**src/verilog/timer_cc_pkg.sv**
```systemverilog
// constants and types shared by the capture/compare timer block
package timer_cc_pkg;

  // ****************************************
  // sizes
  // ****************************************
  localparam int CHANNELS = 8;
  localparam int COUNT_WIDTH = 16;
  localparam int PRESCALE_WIDTH = 7;

  // ****************************************
  // register indices (byte address = 4 * index)
  // ****************************************
  localparam logic [5:0] IDX_DIRECTION = 6'h00;
  localparam logic [5:0] IDX_FORCE = 6'h01;
  localparam logic [5:0] IDX_OC7_MASK = 6'h02;
  localparam logic [5:0] IDX_OC7_DATA = 6'h03;
  localparam logic [5:0] IDX_COUNTER = 6'h04;
  localparam logic [5:0] IDX_SYS_CTRL = 6'h06;
  localparam logic [5:0] IDX_OUT_CTRL = 6'h08;
  localparam logic [5:0] IDX_EDGE_HIGH = 6'h09;
  localparam logic [5:0] IDX_EDGE_CTRL = 6'h0A;
  localparam logic [5:0] IDX_IRQ_ENABLE = 6'h0C;
  localparam logic [5:0] IDX_PORT_LATCH = 6'h0D;
  localparam logic [5:0] IDX_STATUS = 6'h0E;
  localparam logic [5:0] IDX_CLEAR = 6'h0F;
  localparam logic [5:0] IDX_CH_VALUE_BASE = 6'h10;

  // ****************************************
  // reset values
  // ****************************************
  localparam logic [7:0] BYTE_RESET = 8'h00;
  localparam logic [15:0] HALF_RESET = 16'h0000;
  localparam logic [15:0] COUNT_RESET = 16'h0000;
  localparam logic [31:0] WORD_ZERO = 32'h00000000;
  localparam logic [6:0] PRESCALE_RESET = 7'h00;

  // ****************************************
  // field layouts
  // ****************************************
  typedef struct packed {
    logic [2:0] prescale;
    logic counter_reset_enable;
    logic timer_enable;
  } sys_ctrl_type;

  localparam sys_ctrl_type SYS_CTRL_RESET = 5'h00;

  typedef struct packed {
    logic [7:0] port_dir;
    logic [7:0] port_value;
  } port_latch_type;

  localparam port_latch_type PORT_LATCH_RESET = 16'h0000;

  // ****************************************
  // encodings
  // ****************************************
  // {output_mode_bit, output_level_bit}
  typedef enum logic [1:0] {
    OUT_DISCONNECT = 2'b00,
    OUT_TOGGLE = 2'b01,
    OUT_CLEAR = 2'b10,
    OUT_SET = 2'b11
  } out_action_type;

  // {edge_select_high, edge_select_low}
  typedef enum logic [1:0] {
    EDGE_OFF = 2'b00,
    EDGE_RISE = 2'b01,
    EDGE_FALL = 2'b10,
    EDGE_ANY = 2'b11
  } capture_edge_type;

  typedef enum logic {
    BUS_IDLE = 1'b0,
    BUS_ANSWER = 1'b1
  } bus_state_type;

endpackage : timer_cc_pkg

```
**src/verilog/timer_capture_compare_channels.sv**
```systemverilog
// eight-channel timer capture/compare block with avalon-mm registers
//
// Chosen here: the Avalon-MM slave port.
`timescale 1ns/1ps
module timer_capture_compare_channels #(
  parameter int CHANNELS = timer_cc_pkg::CHANNELS,
  parameter int COUNT_WIDTH = timer_cc_pkg::COUNT_WIDTH
) (
  input wire logic i_clk,
  input wire logic i_nrst,
  input wire logic [7:0] i_address,
  input wire logic i_read,
  input wire logic i_write,
  input wire logic [31:0] i_writedata,
  output logic [31:0] o_readdata,
  output logic o_waitrequest,
  output logic o_irq,
  input wire logic [7:0] i_capture_pin,
  output logic [7:0] o_pin_out,
  output logic [7:0] o_pin_oe
);

  // ****************************************
  // bus handshake
  // ****************************************
  timer_cc_pkg::bus_state_type state_reg;
  timer_cc_pkg::bus_state_type state_next;
  logic waitrequest_reg;
  logic [31:0] readdata_reg;
  logic [31:0] rd_word;
  logic [5:0] reg_index;
  logic bus_req;
  logic take_req;
  logic write_now;

  assign reg_index = i_address[7:2];
  assign bus_req = i_read | i_write;
  assign take_req = (state_reg == timer_cc_pkg::BUS_IDLE) & bus_req;
  assign write_now = (state_reg == timer_cc_pkg::BUS_ANSWER) & i_write;

  always_comb begin
    case (state_reg)
      timer_cc_pkg::BUS_IDLE: begin
        state_next = bus_req ? timer_cc_pkg::BUS_ANSWER :
                               timer_cc_pkg::BUS_IDLE;
      end
      timer_cc_pkg::BUS_ANSWER: begin
        state_next = timer_cc_pkg::BUS_IDLE;
      end
      default: begin
        state_next = timer_cc_pkg::BUS_IDLE;
      end
    endcase
  end

  always_ff @(posedge i_clk or negedge i_nrst) begin
    if (!i_nrst) begin
      state_reg <= timer_cc_pkg::BUS_IDLE;
      waitrequest_reg <= 1'b1;
      readdata_reg <= timer_cc_pkg::WORD_ZERO;
    end else begin
      state_reg <= state_next;
      waitrequest_reg <= ~take_req;
      readdata_reg <= (take_req & i_read) ? rd_word : readdata_reg;
    end
  end

  // ****************************************
  // write decode
  // ****************************************
  logic wr_dir;
  logic wr_force;
  logic wr_mask;
  logic wr_data7;
  logic wr_sys;
  logic wr_out;
  logic wr_edge_hi;
  logic wr_edge_lo;
  logic wr_irq_en;
  logic wr_port;
  logic wr_clear;
  logic wr_value_hit;

  assign wr_dir = write_now & (reg_index == timer_cc_pkg::IDX_DIRECTION);
  assign wr_force = write_now & (reg_index == timer_cc_pkg::IDX_FORCE);
  assign wr_mask = write_now & (reg_index == timer_cc_pkg::IDX_OC7_MASK);
  assign wr_data7 = write_now & (reg_index == timer_cc_pkg::IDX_OC7_DATA);
  assign wr_sys = write_now & (reg_index == timer_cc_pkg::IDX_SYS_CTRL);
  assign wr_out = write_now & (reg_index == timer_cc_pkg::IDX_OUT_CTRL);
  assign wr_edge_hi = write_now &
                      (reg_index == timer_cc_pkg::IDX_EDGE_HIGH);
  assign wr_edge_lo = write_now &
                      (reg_index == timer_cc_pkg::IDX_EDGE_CTRL);
  assign wr_irq_en = write_now &
                     (reg_index == timer_cc_pkg::IDX_IRQ_ENABLE);
  assign wr_port = write_now & (reg_index == timer_cc_pkg::IDX_PORT_LATCH);
  assign wr_clear = write_now & (reg_index == timer_cc_pkg::IDX_CLEAR);
  assign wr_value_hit = write_now &
    (reg_index[5:3] == timer_cc_pkg::IDX_CH_VALUE_BASE[5:3]);

  // ****************************************
  // software registers
  // ****************************************
  logic [7:0] dir_reg;
  logic [7:0] mask7_reg;
  logic [7:0] data7_reg;
  logic [7:0] irq_en_reg;
  logic [15:0] out_ctrl_reg;
  logic [15:0] edge_ctrl_reg;
  timer_cc_pkg::sys_ctrl_type sys_reg;
  timer_cc_pkg::port_latch_type port_reg;
  logic [15:0] edge_ctrl_next;

  assign edge_ctrl_next = {
    wr_edge_hi ? i_writedata[7:0] : edge_ctrl_reg[15:8],
    wr_edge_lo ? i_writedata[7:0] : edge_ctrl_reg[7:0]};

  always_ff @(posedge i_clk or negedge i_nrst) begin
    if (!i_nrst) begin
      dir_reg <= timer_cc_pkg::BYTE_RESET;
      mask7_reg <= timer_cc_pkg::BYTE_RESET;
      data7_reg <= timer_cc_pkg::BYTE_RESET;
      irq_en_reg <= timer_cc_pkg::BYTE_RESET;
      out_ctrl_reg <= timer_cc_pkg::HALF_RESET;
      edge_ctrl_reg <= timer_cc_pkg::HALF_RESET;
      sys_reg <= timer_cc_pkg::SYS_CTRL_RESET;
      port_reg <= timer_cc_pkg::PORT_LATCH_RESET;
    end else begin
      dir_reg <= wr_dir ? i_writedata[7:0] : dir_reg;
      mask7_reg <= wr_mask ? i_writedata[7:0] : mask7_reg;
      data7_reg <= wr_data7 ? i_writedata[7:0] : data7_reg;
      irq_en_reg <= wr_irq_en ? i_writedata[7:0] : irq_en_reg;
      out_ctrl_reg <= wr_out ? i_writedata[15:0] : out_ctrl_reg;
      edge_ctrl_reg <= edge_ctrl_next;
      sys_reg <= wr_sys ? timer_cc_pkg::sys_ctrl_type'(i_writedata[4:0]) :
                          sys_reg;
      // pin never written here, only the latch
      port_reg <= wr_port ? i_writedata[15:0] : port_reg;
    end
  end

  // ****************************************
  // prescaler and counter
  // ****************************************
  logic [6:0] pres_cnt_reg;
  logic [6:0] pres_cnt_next;
  logic [6:0] pres_mask;
  logic [COUNT_WIDTH-1:0] counter_reg;
  logic [COUNT_WIDTH-1:0] counter_next;
  logic fresh_reg;
  logic tick;
  logic wrap;
  logic [CHANNELS-1:0][COUNT_WIDTH-1:0] values;

  assign pres_mask = 7'((8'h01 << sys_reg.prescale) - 8'h01);
  assign pres_cnt_next = sys_reg.timer_enable ? 7'(pres_cnt_reg + 7'h01) :
                                                pres_cnt_reg;
  assign tick = sys_reg.timer_enable &
                ((pres_cnt_reg & pres_mask) == pres_mask);
  // match on channel seven returns counter to zero
  assign wrap = sys_reg.timer_enable & sys_reg.counter_reset_enable &
                (values[7] != timer_cc_pkg::COUNT_RESET) &
                (counter_reg == values[7]);
  assign counter_next = wrap ? timer_cc_pkg::COUNT_RESET :
                        tick ? COUNT_WIDTH'(counter_reg + 1'b1) :
                               counter_reg;

  always_ff @(posedge i_clk or negedge i_nrst) begin
    if (!i_nrst) begin
      pres_cnt_reg <= timer_cc_pkg::PRESCALE_RESET;
      counter_reg <= timer_cc_pkg::COUNT_RESET;
      fresh_reg <= 1'b0;
    end else begin
      pres_cnt_reg <= pres_cnt_next;
      counter_reg <= counter_next;
      fresh_reg <= wrap | tick;
    end
  end

  // ****************************************
  // capture and compare per channel
  // ****************************************
  logic [7:0] pin_prev_reg;
  logic [7:0] rise;
  logic [7:0] fall;
  logic [7:0] cap_evt;
  logic [7:0] cmp_hit;
  logic [7:0] oc_fire;
  logic [7:0] force_pulse;
  logic [7:0] act;
  logic [7:0] owned;
  logic [7:0] oc_state_reg;
  logic [7:0] oc_state_next;
  logic [7:0] pin_out_next;
  logic [7:0] pin_oe_next;
  logic [7:0] value_we;
  logic ch7_fire;

  assign rise = i_capture_pin & ~pin_prev_reg;
  assign fall = ~i_capture_pin & pin_prev_reg;
  assign force_pulse = wr_force ? (i_writedata[7:0] & dir_reg) :
                                  timer_cc_pkg::BYTE_RESET;
  assign act = oc_fire | force_pulse;
  assign ch7_fire = act[7];

  genvar n;
  generate
    for (n = 0; n < CHANNELS; n++) begin : g_chan
      timer_cc_pkg::capture_edge_type edge_sel;
      timer_cc_pkg::out_action_type action;
      logic acted;
      assign edge_sel = timer_cc_pkg::capture_edge_type'(
                          edge_ctrl_reg[2*n+1:2*n]);
      assign action = timer_cc_pkg::out_action_type'(
                        out_ctrl_reg[2*n+1:2*n]);
      assign cap_evt[n] = ~dir_reg[n] &
        ((edge_sel[0] & rise[n]) | (edge_sel[1] & fall[n]));
      assign cmp_hit[n] = fresh_reg & (counter_reg == values[n]);
      assign oc_fire[n] = dir_reg[n] & cmp_hit[n];
      assign acted =
        (action == timer_cc_pkg::OUT_SET) ? 1'b1 :
        (action == timer_cc_pkg::OUT_CLEAR) ? 1'b0 :
        (action == timer_cc_pkg::OUT_TOGGLE) ? ~oc_state_reg[n] :
                                               oc_state_reg[n];
      // channel seven wins on masked bits
      assign oc_state_next[n] = (ch7_fire & mask7_reg[n]) ? data7_reg[n] :
                                act[n] ? acted : oc_state_reg[n];
      // both bits clear frees the pin from compare logic, unless mask7_reg claims it while channel seven is a compare
      assign owned[n] = (dir_reg[n] &
                         (action != timer_cc_pkg::OUT_DISCONNECT)) |
                        (mask7_reg[n] & dir_reg[7]);
      assign pin_out_next[n] = owned[n] ? oc_state_reg[n] :
                                          port_reg.port_value[n];
      assign pin_oe_next[n] = owned[n] | port_reg.port_dir[n];
      assign value_we[n] = wr_value_hit & (reg_index[2:0] == 3'(n));
    end
  endgenerate

  channel_value_bank #(
    .WIDTH(COUNT_WIDTH),
    .DEPTH(CHANNELS)
  ) u_values (
    .i_clk(i_clk),
    .i_nrst(i_nrst),
    .i_cap_we(cap_evt),
    .i_cap_data(counter_reg),
    .i_bus_we(value_we),
    .i_bus_data(i_writedata[COUNT_WIDTH-1:0]),
    .o_values(values)
  );

  // ****************************************
  // flags and interrupt
  // ****************************************
  logic [7:0] flag_reg;
  logic [7:0] flag_next;
  logic [7:0] clear_mask;
  logic irq_reg;
  logic [7:0] pin_out_reg;
  logic [7:0] pin_oe_reg;

  // clear only honoured while the timer runs
  assign clear_mask = (wr_clear & sys_reg.timer_enable) ? i_writedata[7:0] :
                                                      timer_cc_pkg::BYTE_RESET;
  // new events win over a clear in the same cycle
  assign flag_next = (flag_reg & ~clear_mask) | cap_evt | oc_fire;

  always_ff @(posedge i_clk or negedge i_nrst) begin
    if (!i_nrst) begin
      flag_reg <= timer_cc_pkg::BYTE_RESET;
      irq_reg <= 1'b0;
      pin_prev_reg <= timer_cc_pkg::BYTE_RESET;
      oc_state_reg <= timer_cc_pkg::BYTE_RESET;
      pin_out_reg <= timer_cc_pkg::BYTE_RESET;
      pin_oe_reg <= timer_cc_pkg::BYTE_RESET;
    end else begin
      flag_reg <= flag_next;
      irq_reg <= |(flag_reg & irq_en_reg);
      pin_prev_reg <= i_capture_pin;
      oc_state_reg <= oc_state_next;
      pin_out_reg <= pin_out_next;
      pin_oe_reg <= pin_oe_next;
    end
  end

  // ****************************************
  // read mux
  // ****************************************
  logic rd_value_hit;
  assign rd_value_hit =
    (reg_index[5:3] == timer_cc_pkg::IDX_CH_VALUE_BASE[5:3]);
  assign rd_word =
    (reg_index == timer_cc_pkg::IDX_DIRECTION) ? {24'h000000, dir_reg} :
    (reg_index == timer_cc_pkg::IDX_OC7_MASK) ? {24'h000000, mask7_reg} :
    (reg_index == timer_cc_pkg::IDX_OC7_DATA) ? {24'h000000, data7_reg} :
    (reg_index == timer_cc_pkg::IDX_COUNTER) ? 32'(counter_reg) :
    (reg_index == timer_cc_pkg::IDX_SYS_CTRL) ? {27'h0000000, sys_reg} :
    (reg_index == timer_cc_pkg::IDX_OUT_CTRL) ? {16'h0000, out_ctrl_reg} :
    (reg_index == timer_cc_pkg::IDX_EDGE_HIGH) ?
      {24'h000000, edge_ctrl_reg[15:8]} :
    (reg_index == timer_cc_pkg::IDX_EDGE_CTRL) ?
      {24'h000000, edge_ctrl_reg[7:0]} :
    (reg_index == timer_cc_pkg::IDX_IRQ_ENABLE) ? {24'h000000, irq_en_reg} :
    (reg_index == timer_cc_pkg::IDX_PORT_LATCH) ? {16'h0000, port_reg} :
    (reg_index == timer_cc_pkg::IDX_STATUS) ? {24'h000000, flag_reg} :
    rd_value_hit ? 32'(values[reg_index[2:0]]) :
    timer_cc_pkg::WORD_ZERO;

  assign o_readdata = readdata_reg;
  assign o_waitrequest = waitrequest_reg;
  assign o_irq = irq_reg;
  assign o_pin_out = pin_out_reg;
  assign o_pin_oe = pin_oe_reg;

endmodule : timer_capture_compare_channels

```
**src/verilog/channel_value_bank.sv**
```systemverilog
// bank of per-channel value registers, capture writes win over bus writes
`timescale 1ns/1ps
module channel_value_bank #(
  parameter int WIDTH = 16,
  parameter int DEPTH = 8
) (
  input wire logic i_clk,
  input wire logic i_nrst,
  input wire logic [DEPTH-1:0] i_cap_we,
  input wire logic [WIDTH-1:0] i_cap_data,
  input wire logic [DEPTH-1:0] i_bus_we,
  input wire logic [WIDTH-1:0] i_bus_data,
  output logic [DEPTH-1:0][WIDTH-1:0] o_values
);

  // ****************************************
  // one register per entry
  // ****************************************
  genvar n;
  generate
    for (n = 0; n < DEPTH; n++) begin : g_entry
      logic [WIDTH-1:0] value_reg;
      logic [WIDTH-1:0] value_next;
      assign value_next = i_cap_we[n] ? i_cap_data :
                          i_bus_we[n] ? i_bus_data : value_reg;
      always_ff @(posedge i_clk or negedge i_nrst) begin
        if (!i_nrst) begin
          value_reg <= '0;
        end else begin
          value_reg <= value_next;
        end
      end
      assign o_values[n] = value_reg;
    end
  endgenerate

endmodule : channel_value_bank

```
**config.mk**
```make
export PLATFORM = sky130hd
export DESIGN_NAME = timer_capture_compare_channels
export DESIGN_NICKNAME = d
export VERILOG_FILES = /design/src/verilog/timer_cc_pkg.sv /design/src/verilog/timer_capture_compare_channels.sv /design/src/verilog/channel_value_bank.sv
export SDC_FILE = /design/constraint.sdc
export NUM_CORES = 1
export LEC_CHECK = 0
export ABC_AREA = 1
export BUFFER_PORTS_ARGS = -buffer_cell sky130_fd_sc_hd__clkbuf_2
export CAP_MARGIN = 20
export CORE_MARGIN = 5
export CORE_UTILIZATION = 55
export CTS_CLUSTER_SIZE = 16
export DETAILED_ROUTE_END_ITERATION = 7
export GPL_TIMING_DRIVEN = 0
export HOLD_SLACK_MARGIN = 0.02
export PLACE_DENSITY = 0.8
export REMOVE_ABC_BUFFERS = 1
export SLEW_MARGIN = 20
export SYNTH_ARGS = -nofsm -noshare
export SYNTH_HDL_FRONTEND = slang
export SYNTH_SLANG_ARGS = --single-unit
export TNS_END_PERCENT = 100
```
**constraint.sdc**
```tcl
create_clock -name i_clk -period 2.1 [get_ports i_clk]
set_input_delay 0.105 -clock i_clk [delete_from_list [all_inputs] [get_ports i_clk]]
set_output_delay 0.105 -clock i_clk [all_outputs]
set_load 0.01 [all_outputs]
```
==> reports/metrics.yaml <==
status: "finished with violations"
violations: "design-rule violations, negative setup slack"
path_buf_inv: 2
fmax_ghz: 0.466
dp_slack_ns: -1.96
cp_common_cell: "nand2_1"
cts_num_sinks: 296
drv_cap: 0
synthTopCellsByArea: "dfrtp_1 44%, nand2_1 10%, a21oi_1 6.8%"
start_util: 0.556
ir_drop_v: 0.000643
critPathMaxStageDelay_ns: 0.51
synth-async-reset-ratio: 1.00
synth_top_area_frac: 0.435
place.gp.congestion: 1.02
ys_warn_count: 0
first_pass_iters: 8
worst_pin_slew_ns: 0.738
cp_slowest_cell: "dfrtp_4"
die_y_um: 186
yosysTopAreaCell: "dfrtp_1"
grt_max_degree: 96
ant_nets: 0
power.leakage_nw: 9.05
cts.reportedPaths.clkPinSlew_ns: 0.06
htree_num_levels: 2
final_area_um2: 20000
crit_arrival_ns: 2.63
grt_pass1_wl_mm: 102
remaining_drc_errors: 5
wl_mm: 70.2
cp_cell_sequence: "inv_4, o22ai_1, nor2_1, nand4_1, nor2_1, nand4_1, buf_4, o31ai_1, nand2_1, nand2_1, nand2_1, nand2_1"
synthToLayoutAreaGrowth_pct: 17.9
synth_edf_count: 0
crit_required_ns: 2.58
drt_iter0_markers: 3493
synth-seq-cells: 296
report.power.total_mw: 18.0
power_density_nw_per_um2: 901
place_hpwl_mm: 44.8
largest_reg_flops: 128
antenna_found_initial: 1
cts.path.max_buffers: 3
n_fill_cell: 2516
setup_violations: 2
clock_skew_ns: 0.0272
syn_inst: 2227
drv_slew: 0
ys_seq_area_frac: 0.437
synth_area_um2: 17000
grt_use_total: 0.394
syn_avg_cell_area_um2: 7.62
clk_latency_ns: 0.54
core_area_um2: 30500
criticalPathCategory: "flop to flop"
grt_pass1_vias: 17005
num_rows: 64
startpoint_type: "flop"
finalHoldViolCount: 0
ys_dominant_reg_cell: "dfrtp_1"
avgRoutedWirePerCell_um: 25.6
postPlaceCellArea_um2: 17200
slew-limit-headroom: 0.505
fin_nets: 2374
fin_crit_ns: 2.15
hold_ws_ns: 0.0705
crit_fanout: 13
cp-end-kind: "flop"
pin_count: 102
post-route-period-util: 1.02
rsz0062_at_grt: "true"
synth_most_common_cell: "nand2_1"
setup_slack_ns: -0.0459
final_core_util: 0.656
vias: 18159
vias_per_cell: 6.62
grt-ovfl-total: 0
drive_gt1_frac: 0.163
cts-root-buf: "clkbuf_16"
path_delay_family: "simple AND/OR/NAND/NOR gates"
synth.distinct_cells: 59
die_w_um: 186
synth.top_cells.by_count: "471 x nand2_1, 295 x dfrtp_1, 232 x a21oi_1"
cts_inserted_buffers: 36
fp.dieArea_um2: 34500
numPortBuffers: 67
hold_path_class: "input port to flop"
rrSetupSlack_ns: -0.05
cts_tree: "yes"
layout make-up:
class | count | area, µm² | share of cell area
multi-input cells | 1567 | 8240 | 0.412
flip-flops and latches | 296 | 7470 | 0.374
repair buffers | 180 | 1420 | 0.0711
clock buffers | 52 | 1070 | 0.0535
inverters | 235 | 1030 | 0.0514
well taps | 396 | 495 | 0.0248
clock inverters | 13 | 250 | 0.0125
repair inverters | 4 | 25.0 | 0.00125
diodes | 1 | 2.50 | 0.000125
power breakdown:
part           total (mW)  internal, mW  switching (mW)  leakage [nW]
clock network        6.95          4.31            2.64         0.643
registers            7.28          6.46           0.813          3.70
logic                3.81          1.23            2.58          4.70
total                18.0          12.0            6.03          9.05
routing by layer:
layer  global-route usage  share of wire  vias to the layer above
li1                     -              -                     7674
met1                0.518           0.35                     8408
met2                0.564           0.41                     1656
met3                0.131           0.16                      419
met4                0.239          0.084                        2
met5                    0        0.00038                        -
what timing repair did:
item                                    CTS  global route
pin swaps                                11             6
endpoints found under the hold margin   125             0
hold buffers                             11             0
gates cloned                              4             0
endpoints found under the setup margin  249           112
buffers inserted                         78            21
resized for setup                        92            58
cells in the final DEF (no fill, tap or decap), drive strengths merged, types with 6 or more instances in the layout:
master | Yosys | final
nor2 | 153 | 153
clkinv | 6 | 9
o22ai | 60 | 60
bufinv | 0 | 6
xnor2 | 25 | 25
a21oi | 232 | 232
o2111ai | 22 | 22
clkinvlp | 0 | 13
a31oi | 10 | 10
inv | 229 | 224
xor2 | 22 | 22
o211ai | 14 | 14
nand3b | 6 | 6
buf | 93 | 102
nor3 | 24 | 24
o21ai | 311 | 311
nand3 | 86 | 86
a22oi | 6 | 6
dlygate4sd3 | 0 | 11
clkbuf | 51 | 119
nor4 | 9 | 9
or2 | 12 | 12
a21o | 8 | 8
nand4 | 45 | 45
conb | 1 | 16
nand2 | 481 | 481
dfrtp | 295 | 295
logic make-up (layout without fill, tap and decap cells):
group | count (synthesis) | after routing | synth area share
AND/OR/NAND/NOR | 818 | 818 | 0.213
flip-flops | 296 | 296 | 0.437
AO/OA/AOI/OAI | 683 | 683 | 0.227
XOR/XNOR | 47 | 47 | 0.0243
other | 1 | 17 | 0.000221
adder cells (fa/ha/maj) | 2 | 2 | 0.00147
buffers and inverters | 379 | 484 | 0.0965
multiplexers | 1 | 1 | 0.000590
worst reg2reg max path, stage by stage, from the launching register on:
cell	delay, ns
dfrtp_4	0.51
inv_4	0.25
o22ai_1	0.17
nor2_1	0.13
nand4_1	0.13
nor2_1	0.16
nand4_1	0.11
buf_4	0.20
o31ai_1	0.17
nand2_1	0.10
nand2_1	0.09
nand2_1	0.05
nand2_1	0.05
worst paths after layout:
check / startpoint / end / depth (start not counted)
max: counter_reg[4] / oc_state_reg[1] / 12
min: i_writedata[13] / u_values.g_entry[1].value_reg[13] / 3
max reg2reg: counter_reg[4] / oc_state_reg[1] / 12
min reg2reg: o_readdata[5] / o_readdata[5] / 2
max in group asynchronous: i_nrst / pin_prev_reg[1] / 4
min in group asynchronous: i_nrst / u_values.g_entry[7].value_reg[11] / 2
per-stage QoR:
step	TNS [ns]	std cells
final	-0.0491	2744
after global routing	-1.02	2743
after global placement	-1808.92	2561
after detailed placement	-205.89	2564
after CTS	0	2722
after floorplan	-0.607	2098
No activity file was read; power rests on OpenSTA's default activity.
